**config.mk**
```make
export PLATFORM = sky130hd
export DESIGN_NAME = igtul_top
export DESIGN_NICKNAME = d
export VERILOG_FILES = /design/src/design/igtul_pkg.sv /design/src/design/igtul_reg_if.sv /design/src/design/igtul_axil_slave.sv /design/src/design/igtul_top.sv
export SDC_FILE = /design/constraint.sdc
export NUM_CORES = 2
export LEC_CHECK = 0
export BUFFER_PORTS_ARGS = -buffer_cell sky130_fd_sc_hd__buf_2
export CORE_UTILIZATION = 60
export DETAILED_ROUTE_END_ITERATION = 12
export PLACE_DENSITY = 0.77
export SLEW_MARGIN = 20
export SYNTH_ARGS = -nofsm -noshare
export SYNTH_HDL_FRONTEND = slang
export SYNTH_SLANG_ARGS = --single-unit
```
**constraint.sdc**
```tcl
create_clock -name clk -period 9.43 [get_ports clk]
set_input_delay 0.4715 -clock clk [delete_from_list [all_inputs] [get_ports clk]]
set_output_delay 0.4715 -clock clk [all_outputs]
set_load 0.01 [all_outputs]
```
**src/design/igtul_pkg.sv**
```systemverilog
package igtul_pkg;

	// Geometry of the group tables.
	localparam int MAX_GROUPS    = 16;
	localparam int GRP_PER_LOCK  = 4;
	localparam int TX_ELEMS      = 8;
	localparam int RX_ELEMS      = 4;
	localparam int SIZE_W        = 3;
	localparam int IDX_W         = 11;
	localparam int ADDR_W        = 13;

	// Register indices of the four lock registers; byte address is four times the index.
	localparam logic [10:0] LOCK_IDX_1_TO_4   = 11'h41F;
	localparam logic [10:0] LOCK_IDX_5_TO_8   = 11'h51F;
	localparam logic [10:0] LOCK_IDX_9_TO_12  = 11'h61F;
	localparam logic [10:0] LOCK_IDX_13_TO_16 = 11'h71F;

	// Index field layout of the table windows.
	localparam logic [2:0] BLOCK_FIRST = 3'h4;
	localparam logic [2:0] TX_ROW      = 3'h1;
	localparam logic [3:0] RX_ROW      = 4'hD;
	localparam logic [2:0] TX_CTL_ELEM = 3'h1;
	localparam int         TX_EN_BIT   = 7;

	// Reset values.
	localparam logic [7:0] LOCK_RST  = 8'h00;
	localparam logic [7:0] TABLE_RST = 8'h00;

	// AXI responses.
	localparam logic [1:0] RESP_OKAY   = 2'h0;
	localparam logic [1:0] RESP_SLVERR = 2'h2;

	typedef enum logic [1:0] {
		DEC_NONE,
		DEC_LOCK,
		DEC_TX,
		DEC_RX
	} igtul_kind_t;

	typedef struct packed {
		igtul_kind_t kind;
		logic [3:0]  group;
		logic [2:0]  elem;
		logic [1:0]  lockno;
	} igtul_dec_t;

endpackage

```
**src/design/igtul_reg_if.sv**
```systemverilog
`timescale 1ns/10ps
interface igtul_reg_if;
	logic        wr_en;
	logic [10:0] wr_idx;
	logic [7:0]  wr_data;
	logic        wr_ok;
	logic [10:0] rd_idx;
	logic [7:0]  rd_data;
	logic        rd_ok;

	modport bus  (output wr_en, output wr_idx, output wr_data, output rd_idx,
	              input wr_ok, input rd_data, input rd_ok);
	modport regs (input wr_en, input wr_idx, input wr_data, input rd_idx,
	              output wr_ok, output rd_data, output rd_ok);
endinterface

```
**src/design/igtul_axil_slave.sv**
```systemverilog
`timescale 1ns/10ps
module igtul_axil_slave (
	input  wire logic        clk,
	input  wire logic        sys_rst,
	input  wire logic [12:0] s_axil_awaddr,
	input  wire logic        s_axil_awvalid,
	output logic             s_axil_awready,
	input  wire logic [31:0] s_axil_wdata,
	input  wire logic [3:0]  s_axil_wstrb,
	input  wire logic        s_axil_wvalid,
	output logic             s_axil_wready,
	output logic [1:0]       s_axil_bresp,
	output logic             s_axil_bvalid,
	input  wire logic        s_axil_bready,
	input  wire logic [12:0] s_axil_araddr,
	input  wire logic        s_axil_arvalid,
	output logic             s_axil_arready,
	output logic [31:0]      s_axil_rdata,
	output logic [1:0]       s_axil_rresp,
	output logic             s_axil_rvalid,
	input  wire logic        s_axil_rready,
	igtul_reg_if.bus         rb
);

	logic        aw_held_reg;
	logic        w_held_reg;
	logic [12:0] awaddr_reg;
	logic [7:0]  wdata_reg;
	logic        wstrb0_reg;
	logic        wr_fire;
	logic        wr_aligned;
	logic        rd_aligned;

	// Each write channel is held separately so address and data may arrive in either order.
	assign s_axil_awready = !aw_held_reg;
	assign s_axil_wready  = !w_held_reg;
	assign s_axil_arready = !s_axil_rvalid;
	assign wr_fire        = aw_held_reg && w_held_reg && !s_axil_bvalid;
	assign wr_aligned     = (awaddr_reg[1:0] == 2'h0);
	assign rd_aligned     = (s_axil_araddr[1:0] == 2'h0);

	// Only byte lane 0 carries register data; a write without it changes nothing.
	assign rb.wr_en   = wr_fire && wr_aligned && wstrb0_reg && rb.wr_ok;
	assign rb.wr_idx  = awaddr_reg[12:2];
	assign rb.wr_data = wdata_reg;
	assign rb.rd_idx  = s_axil_araddr[12:2];

	// Write address capture.
	always_ff @(posedge clk) begin
		if (sys_rst) begin
			aw_held_reg <= 1'b0;
			awaddr_reg  <= 13'h0000;
		end else if (s_axil_awvalid && s_axil_awready) begin
			aw_held_reg <= 1'b1;
			awaddr_reg  <= s_axil_awaddr;
		end else if (wr_fire) begin
			aw_held_reg <= 1'b0;
		end
	end

	// Write data capture.
	always_ff @(posedge clk) begin
		if (sys_rst) begin
			w_held_reg <= 1'b0;
			wdata_reg  <= 8'h00;
			wstrb0_reg <= 1'b0;
		end else if (s_axil_wvalid && s_axil_wready) begin
			w_held_reg <= 1'b1;
			wdata_reg  <= s_axil_wdata[7:0];
			wstrb0_reg <= s_axil_wstrb[0];
		end else if (wr_fire) begin
			w_held_reg <= 1'b0;
		end
	end

	// Write response; unaligned or unmapped addresses answer with a slave error.
	always_ff @(posedge clk) begin
		if (sys_rst) begin
			s_axil_bvalid <= 1'b0;
			s_axil_bresp  <= igtul_pkg::RESP_OKAY;
		end else if (wr_fire) begin
			s_axil_bvalid <= 1'b1;
			s_axil_bresp  <= (wr_aligned && rb.wr_ok) ? igtul_pkg::RESP_OKAY : igtul_pkg::RESP_SLVERR;
		end else if (s_axil_bready) begin
			s_axil_bvalid <= 1'b0;
		end
	end

	// Read channel; data is sampled at the address handshake, reads have no side effects.
	always_ff @(posedge clk) begin
		if (sys_rst) begin
			s_axil_rvalid <= 1'b0;
			s_axil_rdata  <= 32'h00000000;
			s_axil_rresp  <= igtul_pkg::RESP_OKAY;
		end else if (s_axil_arvalid && s_axil_arready) begin
			s_axil_rvalid <= 1'b1;
			if (rd_aligned && rb.rd_ok) begin
				s_axil_rdata <= {24'h000000, rb.rd_data};
				s_axil_rresp <= igtul_pkg::RESP_OKAY;
			end else begin
				s_axil_rdata <= 32'h00000000;
				s_axil_rresp <= igtul_pkg::RESP_SLVERR;
			end
		end else if (s_axil_rready) begin
			s_axil_rvalid <= 1'b0;
		end
	end

endmodule

```
**src/design/igtul_top.sv**
```systemverilog
`timescale 1ns/10ps
// Contract
// - Each update-enable bit reads 1 while its table is being updated, else 0.
// - Bit returns to 0 after all elements written; software writing 0 is accepted.
// - Lock register one: bits 0-3 transmit groups 1-4, bits 4-7 receive groups 1-4.
// - Lock register two: bits 0-3 transmit groups 5-8, bits 4-7 receive groups 5-8.
// - Lock register three: bits 0-3 transmit groups 9-12, bits 4-7 receive groups 9-12.
// - Lock register four: bits 0-3 transmit groups 13-16, bits 4-7 receive 13-16.
// - Lock bits of groups the variant lacks are not defined.
// - Transmit control element low three bits give configured links minus one.
module igtul_top #(
	parameter int NUM_GROUPS = 16
) (
	input  wire logic        clk,
	input  wire logic        sys_rst,
	input  wire logic [12:0] s_axil_awaddr,
	input  wire logic        s_axil_awvalid,
	output logic             s_axil_awready,
	input  wire logic [31:0] s_axil_wdata,
	input  wire logic [3:0]  s_axil_wstrb,
	input  wire logic        s_axil_wvalid,
	output logic             s_axil_wready,
	output logic [1:0]       s_axil_bresp,
	output logic             s_axil_bvalid,
	input  wire logic        s_axil_bready,
	input  wire logic [12:0] s_axil_araddr,
	input  wire logic        s_axil_arvalid,
	output logic             s_axil_arready,
	output logic [31:0]      s_axil_rdata,
	output logic [1:0]       s_axil_rresp,
	output logic             s_axil_rvalid,
	input  wire logic        s_axil_rready,
	output logic [15:0]      tx_lock,
	output logic [15:0]      rx_lock,
	output logic [47:0]      tx_group_size,
	output logic [15:0]      tx_group_enable
);

	localparam int NG = igtul_pkg::MAX_GROUPS;

	igtul_reg_if rb ();

	logic [15:0] tx_lock_reg;
	logic [15:0] rx_lock_reg;
	logic [15:0] tx_prev_reg;
	logic [15:0] rx_prev_reg;
	logic [7:0]  tx_seen_reg [NG];
	logic [3:0]  rx_seen_reg [NG];
	logic [7:0]  tx_stage_reg [NG][igtul_pkg::TX_ELEMS];
	logic [7:0]  tx_live_reg [NG][igtul_pkg::TX_ELEMS];
	logic [7:0]  rx_stage_reg [NG][igtul_pkg::RX_ELEMS];
	logic [7:0]  rx_live_reg [NG][igtul_pkg::RX_ELEMS];
	logic [15:0] grp_mask;
	logic [15:0] tx_wr;
	logic [15:0] rx_wr;
	logic [15:0] tx_done;
	logic [15:0] rx_done;
	logic [15:0] lock_wr;
	igtul_pkg::igtul_dec_t wd;
	igtul_pkg::igtul_dec_t rd;

	// Turns a register index into a lock register, a table element, or nothing.
	function automatic igtul_pkg::igtul_dec_t decode(input logic [10:0] idx);
		igtul_pkg::igtul_dec_t d;
		logic [10:0]           lock_idx [4];
		d.kind      = igtul_pkg::DEC_NONE;
		d.group     = 4'h0;
		d.elem      = 3'h0;
		d.lockno    = idx[9:8];
		lock_idx[0] = igtul_pkg::LOCK_IDX_1_TO_4;
		lock_idx[1] = igtul_pkg::LOCK_IDX_5_TO_8;
		lock_idx[2] = igtul_pkg::LOCK_IDX_9_TO_12;
		lock_idx[3] = igtul_pkg::LOCK_IDX_13_TO_16;
		if (idx[10:8] >= igtul_pkg::BLOCK_FIRST) begin
			if (idx == lock_idx[idx[9:8]]) begin
				d.kind = igtul_pkg::DEC_LOCK;
			end else if (idx[7:5] == igtul_pkg::TX_ROW) begin
				d.kind  = igtul_pkg::DEC_TX;
				d.group = {idx[9:8], idx[4:3]};
				d.elem  = idx[2:0];
			end else if (idx[7:4] == igtul_pkg::RX_ROW) begin
				d.kind  = igtul_pkg::DEC_RX;
				d.group = {idx[9:8], idx[3:2]};
				d.elem  = {1'b0, idx[1:0]};
			end
		end
		return d;
	endfunction

	// A table access is mapped only for groups that this variant builds.
	function automatic logic mapped(input igtul_pkg::igtul_dec_t d);
		logic ok;
		ok = 1'b0;
		if (d.kind == igtul_pkg::DEC_LOCK) begin
			ok = 1'b1;
		end else if (d.kind != igtul_pkg::DEC_NONE) begin
			ok = ({1'b0, d.group} < 5'(NUM_GROUPS));
		end
		return ok;
	endfunction

	igtul_axil_slave u_axil (
		.clk            (clk),
		.sys_rst        (sys_rst),
		.s_axil_awaddr  (s_axil_awaddr),
		.s_axil_awvalid (s_axil_awvalid),
		.s_axil_awready (s_axil_awready),
		.s_axil_wdata   (s_axil_wdata),
		.s_axil_wstrb   (s_axil_wstrb),
		.s_axil_wvalid  (s_axil_wvalid),
		.s_axil_wready  (s_axil_wready),
		.s_axil_bresp   (s_axil_bresp),
		.s_axil_bvalid  (s_axil_bvalid),
		.s_axil_bready  (s_axil_bready),
		.s_axil_araddr  (s_axil_araddr),
		.s_axil_arvalid (s_axil_arvalid),
		.s_axil_arready (s_axil_arready),
		.s_axil_rdata   (s_axil_rdata),
		.s_axil_rresp   (s_axil_rresp),
		.s_axil_rvalid  (s_axil_rvalid),
		.s_axil_rready  (s_axil_rready),
		.rb             (rb)
	);

	// Per-group write strobes and completion detection.
	always_comb begin
		wd       = decode(rb.wr_idx);
		rd       = decode(rb.rd_idx);
		rb.wr_ok = mapped(wd);
		rb.rd_ok = mapped(rd);
		for (int g = 0; g < NG; g++) begin
			grp_mask[g] = (g < NUM_GROUPS);
			lock_wr[g]  = rb.wr_en && (wd.kind == igtul_pkg::DEC_LOCK) && (wd.lockno == 2'(g / 4)) && grp_mask[g];
			tx_wr[g]    = rb.wr_en && (wd.kind == igtul_pkg::DEC_TX) && (wd.group == 4'(g));
			rx_wr[g]    = rb.wr_en && (wd.kind == igtul_pkg::DEC_RX) && (wd.group == 4'(g));
			tx_done[g]  = tx_lock_reg[g] && tx_wr[g] && ((tx_seen_reg[g] | (8'h01 << wd.elem)) == 8'hFF);
			rx_done[g]  = rx_lock_reg[g] && rx_wr[g] && ((rx_seen_reg[g] | (4'h1 << wd.elem[1:0])) == 4'hF);
		end
	end

	// Lock bits. A software write in the same cycle as the automatic release wins.
	always_ff @(posedge clk) begin
		if (sys_rst) begin
			tx_lock_reg <= {2{igtul_pkg::LOCK_RST}};
			rx_lock_reg <= {2{igtul_pkg::LOCK_RST}};
		end else begin
			for (int g = 0; g < NG; g++) begin
				if (lock_wr[g]) begin
					tx_lock_reg[g] <= rb.wr_data[g % 4];
					rx_lock_reg[g] <= rb.wr_data[4 + g % 4];
				end else begin
					if (tx_done[g]) begin
						tx_lock_reg[g] <= 1'b0;
					end
					if (rx_done[g]) begin
						rx_lock_reg[g] <= 1'b0;
					end
				end
			end
		end
	end

	// Element tracking: a fresh lock starts an empty record of rewritten elements.
	always_ff @(posedge clk) begin
		if (sys_rst) begin
			for (int g = 0; g < NG; g++) begin
				tx_seen_reg[g] <= 8'h00;
				rx_seen_reg[g] <= 4'h0;
			end
		end else begin
			for (int g = 0; g < NG; g++) begin
				if ((lock_wr[g] && !tx_lock_reg[g]) || tx_done[g]) begin
					tx_seen_reg[g] <= 8'h00;
				end else if (tx_wr[g] && tx_lock_reg[g]) begin
					tx_seen_reg[g] <= tx_seen_reg[g] | (8'h01 << wd.elem);
				end
				if ((lock_wr[g] && !rx_lock_reg[g]) || rx_done[g]) begin
					rx_seen_reg[g] <= 4'h0;
				end else if (rx_wr[g] && rx_lock_reg[g]) begin
					rx_seen_reg[g] <= rx_seen_reg[g] | (4'h1 << wd.elem[1:0]);
				end
			end
		end
	end

	// Falling-edge history of the lock bits drives the commit one cycle later.
	always_ff @(posedge clk) begin
		if (sys_rst) begin
			tx_prev_reg <= {2{igtul_pkg::LOCK_RST}};
			rx_prev_reg <= {2{igtul_pkg::LOCK_RST}};
		end else begin
			tx_prev_reg <= tx_lock_reg;
			rx_prev_reg <= rx_lock_reg;
		end
	end

	// Staged tables take every write; software reads back what it wrote.
	always_ff @(posedge clk) begin
		if (sys_rst) begin
			for (int g = 0; g < NG; g++) begin
				for (int e = 0; e < igtul_pkg::TX_ELEMS; e++) tx_stage_reg[g][e] <= igtul_pkg::TABLE_RST;
				for (int e = 0; e < igtul_pkg::RX_ELEMS; e++) rx_stage_reg[g][e] <= igtul_pkg::TABLE_RST;
			end
		end else begin
			for (int g = 0; g < NG; g++) begin
				if (tx_wr[g]) begin
					tx_stage_reg[g][wd.elem] <= rb.wr_data;
				end
				if (rx_wr[g]) begin
					rx_stage_reg[g][wd.elem[1:0]] <= rb.wr_data;
				end
			end
		end
	end

	// Live tables: frozen while locked so the datapath never sees a half-written table.
	// An unlocked write goes straight through, since nothing guards it.
	always_ff @(posedge clk) begin
		if (sys_rst) begin
			for (int g = 0; g < NG; g++) begin
				for (int e = 0; e < igtul_pkg::TX_ELEMS; e++) tx_live_reg[g][e] <= igtul_pkg::TABLE_RST;
				for (int e = 0; e < igtul_pkg::RX_ELEMS; e++) rx_live_reg[g][e] <= igtul_pkg::TABLE_RST;
			end
		end else begin
			for (int g = 0; g < NG; g++) begin
				if (tx_prev_reg[g] && !tx_lock_reg[g]) begin
					tx_live_reg[g] <= tx_stage_reg[g];
				end
				if (tx_wr[g] && !tx_lock_reg[g]) begin
					tx_live_reg[g][wd.elem] <= rb.wr_data;
				end
				if (rx_prev_reg[g] && !rx_lock_reg[g]) begin
					rx_live_reg[g] <= rx_stage_reg[g];
				end
				if (rx_wr[g] && !rx_lock_reg[g]) begin
					rx_live_reg[g][wd.elem[1:0]] <= rb.wr_data;
				end
			end
		end
	end

	// Read mux; lock bits of absent groups read as zero.
	always_comb begin
		rb.rd_data = 8'h00;
		case (rd.kind)
			igtul_pkg::DEC_LOCK: begin
				for (int b = 0; b < igtul_pkg::GRP_PER_LOCK; b++) begin
					rb.rd_data[b]     = tx_lock[{rd.lockno, 2'(b)}];
					rb.rd_data[4 + b] = rx_lock[{rd.lockno, 2'(b)}];
				end
			end
			igtul_pkg::DEC_TX: rb.rd_data = tx_stage_reg[rd.group][rd.elem];
			igtul_pkg::DEC_RX: rb.rd_data = rx_stage_reg[rd.group][rd.elem[1:0]];
			default: rb.rd_data = 8'h00;
		endcase
	end

	// Outputs toward the group datapath; size and enable from committed state, lock bits from the lock registers masked to the built groups.
	always_comb begin
		tx_lock = tx_lock_reg & grp_mask;
		rx_lock = rx_lock_reg & grp_mask;
		for (int g = 0; g < NG; g++) begin
			tx_group_size[g * igtul_pkg::SIZE_W +: igtul_pkg::SIZE_W] =
				tx_live_reg[g][igtul_pkg::TX_CTL_ELEM][igtul_pkg::SIZE_W - 1:0];
			tx_group_enable[g] = tx_live_reg[g][igtul_pkg::TX_CTL_ELEM][igtul_pkg::TX_EN_BIT];
		end
	end

endmodule

```
==> impl_metrics.toml <==
[outcome]
result_of_the_run = "finished, final reports clean"

[route]
first_pass_iters = 9
residual_antenna_violating_net_count_after_detailed_routing = 0
drt_first_iter_violations = 11700
wire_per_inst_um = 28.3
drt-total-wl_um = 288000
drt_drc_violations_left = 0
vias = 69200
avgViaCountPerCell = 6.79

[sta]
timing.slew.headroom_pct = 13.6
timing.final.crit_share_pct = 64.8
grt_setup_unrepaired = "false"
finalHoldViolations = 0
timing_worst_slew_pin_value_ns = 1.29
min_period_ns = 6.11
fin_ws_ns = 3.32
final_max_slew_viol_count = 0
finalHoldWorstSlack_ns = 0.151
max_freq_mhz = 164
setup-tns-final_ns = 0
report.final.setup_viol = 0
clock_skew_ns = 0.0261

[floorplanning]
pin_count = 206
die_y_um = 371
start_util_pct = 60.5
die-area_um2 = 138000
std_cell_rows = 135
fp.coreArea_um2 = 135000
die_w_um = 371

[global_route]
via_count_of_the_first_global_routing_pass = 63500
first_pass_grt_wire_length_um = 413000
maximum_number_of_pins_on_one_net_before_global_route_repair = 247
track_usage_pct = 40.8
grt.overflow.total = 0
antenna_found_initial = 21

[clock_network]
clock-root-buffer = "sky130_fd_sc_hd__clkbuf_16"
clock_tree.htree_level_count = 4
cts_buffer_depth = 3
insertion_delay_ns = 0.85
postCtsSetupRepairBufs = 0
cts_made_buffers = 184
cts_sinks = 1876
path_clk_slew_ns = 0.07
cts_tree = "yes"

[final_layout]
nets = 8311
fillerInstances = 10000
area_growth_syn_to_layout_pct = 11.0
largest_reg_flops = 1024
finalCoreUtilization_pct = 67.1
layout-drive-gt1-share_pct = 10.2

[logic_synthesis]
edff_count_synth = 1040
synth_top_area_share_pct = 38.2
ys_top_cells_by_area = "sky130_fd_sc_hd__edfxtp_1 38%, sky130_fd_sc_hd__dfxtp_1 20%, sky130_fd_sc_hd__nand2_1 9.7%"
synth_seq_area_share_pct = 58.6
share_of_synthesized_flip_flops_with_an_asynchronous_set_or_reset_pct = 0
netlist.top_cell.by_area = "sky130_fd_sc_hd__edfxtp_1"
post_synth_cell_types = 91
register_bit_total_from_synthesis = 1876
ys.warnings.count = 0
yosysMostFrequentCell = "sky130_fd_sc_hd__nand2_1"
synth_commonest_cells = "2113 x sky130_fd_sc_hd__nand2_1, 1040 x sky130_fd_sc_hd__edfxtp_1, 849 x sky130_fd_sc_hd__a21oi_1"
synthFlopType = "sky130_fd_sc_hd__edfxtp_1"
netlist_instances = 8250
syn_area_per_cell_um2 = 9.92
post_synth_instance_area_um2 = 81800

[place]
detailedPlace.worstSlack_ns = 3.65
port-buffer-count = 152
place.gp.congestion = 1.04
detailedPlacementHpwl_um = 183000

[setup_path]
worstRegToRegCells = 10
timing.setup.critical_path_class = "flip-flop to flip-flop"
worst_ep_required_time_ns = 10.01
worstSetupStartpoint = "u_axil.awaddr_reg[7]$_SDFFE_PP0P_"
timing.rr.start = "u_axil.awaddr_reg[7]$_SDFFE_PP0P_"
critical_path_peak_fanout = 30
timing.critical_path.from_type = "flip-flop"
cp-end-kind = "flip-flop"
reg2reg_setup_slack_ns = 3.32
crit_arrival_ns = 6.69
critical_register_to_register_path_endpoint = "tx_stage_reg[7][42]$_DFFE_PP_"
critPathCapture = "tx_stage_reg[7][42]$_DFFE_PP_"

[pwr]
vdd_ir_drop_max_mv = 0.209
static-leakage-power_nw = 30.5
p_per_area_nw_per_um2 = 187

[run]
maxCapViolations = 0

[hold_path]
hold_class = "primary input to flip-flop"
## stage by stage
stage / std cells / power, mW / area, um2
after floorplan: 8275 / 9.46 / 81900
after global placement: 9810 / 9.77 / 84600
after detailed placement: 9810 / 9.79 / 84600
after CTS: 10200 / 16.9 / 90800
after global routing: 10200 / 17.3 / 90800
final: 10200 / 17.0 / 90800
## layer usage
layer / GRT usage [%] / wire, um / part of all wire [%] / vias to the layer above
met5: 0 / 387 / 0.13 / -
met2: 57.2 / 119000 / 41 / 5493
met4: 22.1 / 17600 / 6.1 / 20
met3: 16.8 / 48000 / 17 / 1008
met1: 53.7 / 103000 / 36 / 33200
li1: - / - / - / 29500
## report_power, final
group / internal, mW / switching (mW)
Clock: 4.10 / 3.20
Combinational: 0.197 / 0.618
Sequential: 8.76 / 0.0981
Total: 13.1 / 3.91
## cell type report
cell class / count / area [um2] / area share (%)
clock inverters: 72 / 637 / 0.701
multi-input cells: 5701 / 31600 / 34.8
inverters: 71 / 272 / 0.299
well taps: 1781 / 2230 / 2.45
diodes: 12 / 30.0 / 0.0331
clock buffers: 266 / 5230 / 5.76
repair buffers: 408 / 2870 / 3.16
flip-flops and latches: 1876 / 48000 / 52.8
## worst min-delay path by stage
stage	start	to	cells past startpoint
after CTS	sys_rst	tx_lock[2]$_SDFFE_PP0P_	2
final	sys_rst	tx_lock[2]$_SDFFE_PP0P_	2
after floorplan	rx_stage_reg[11][22]$_SDFFE_PP0P_	rx_stage_reg[11][22]$_SDFFE_PP0P_	2
after global placement	tx_stage_reg[12][45]$_SDFFE_PP0P_	tx_stage_reg[12][45]$_SDFFE_PP0P_	2
after detailed placement	tx_stage_reg[14][3]$_SDFFE_PP0P_	tx_stage_reg[14][3]$_SDFFE_PP0P_	2
after global routing	sys_rst	tx_lock[2]$_SDFFE_PP0P_	2
## logic make-up after synthesis
logic type | Yosys count | synth area share (%)
flip-flops | 1876 | 58.6
other | 1 | 0.00458
multiplexers | 463 | 6.65
AND/OR/NAND/NOR | 3390 | 17.2
buffers and inverters | 698 | 3.47
AO/OA/AOI/OAI | 1821 | 14.0
adder cells (fa/ha/maj) | 1 | 0.0122
## layout by cell type, fill, tap and decap left out, types with 23 or more instances in the layout
master                          synthesis  layout
sky130_fd_sc_hd__edfxtp_1            1040    1040
sky130_fd_sc_hd__nand4_1               30      30
sky130_fd_sc_hd__conb_1                 1      26
sky130_fd_sc_hd__o221ai_1              39      39
sky130_fd_sc_hd__nand3_1              271     271
sky130_fd_sc_hd__o32ai_1               29      29
sky130_fd_sc_hd__o21ai_0              213     178
sky130_fd_sc_hd__a31oi_1               48      48
sky130_fd_sc_hd__o21a_1                39      39
sky130_fd_sc_hd__mux2i_1              383     382
sky130_fd_sc_hd__o21ai_1               18      51
sky130_fd_sc_hd__nor2_2                23      27
sky130_fd_sc_hd__a21oi_1              849     846
sky130_fd_sc_hd__dlygate4sd3_1          0      27
sky130_fd_sc_hd__o211ai_1              76      76
sky130_fd_sc_hd__a22o_1                25      23
sky130_fd_sc_hd__o22ai_1               97      97
sky130_fd_sc_hd__nand2_1             2113    2113
sky130_fd_sc_hd__and2_1                46      45
sky130_fd_sc_hd__clkbuf_1             449      56
sky130_fd_sc_hd__mux4_2                63      63
sky130_fd_sc_hd__clkbuf_16              0     190
sky130_fd_sc_hd__clkinv_2               0      30
sky130_fd_sc_hd__and3_1                81      81
sky130_fd_sc_hd__dfxtp_1              836     828
sky130_fd_sc_hd__inv_1                 70      69
sky130_fd_sc_hd__a221oi_1              35      34
sky130_fd_sc_hd__buf_2                 85     151
sky130_fd_sc_hd__a211oi_1              37      34
sky130_fd_sc_hd__buf_4                 27     220
sky130_fd_sc_hd__a32oi_1              102     102
sky130_fd_sc_hd__nor2_1               648     637
sky130_fd_sc_hd__nor3_1                51      45
sky130_fd_sc_hd__a221o_1               58      58
## what timing repair did
item | in CTS | in global routing
endpoints found under the hold margin | 26 | 0
hold buffers | 27 | 0
resized for setup | 0 | 0
## critical path, stage by stage, from the launching register on
cell and delay, ns:
sky130_fd_sc_hd__dfxtp_1 0.49, sky130_fd_sc_hd__nor3b_2 0.83, sky130_fd_sc_hd__o21ai_1 0.36, sky130_fd_sc_hd__nor3_2 0.77, sky130_fd_sc_hd__buf_4 0.43, sky130_fd_sc_hd__nand2_1 0.15, sky130_fd_sc_hd__a31o_2 0.27, sky130_fd_sc_hd__a222oi_1 0.34
sky130_fd_sc_hd__and4b_1 0.55, sky130_fd_sc_hd__a21boi_4 1.06, sky130_fd_sc_hd__buf_4 0.53
No activity file was read; power rests on OpenSTA's default activity.
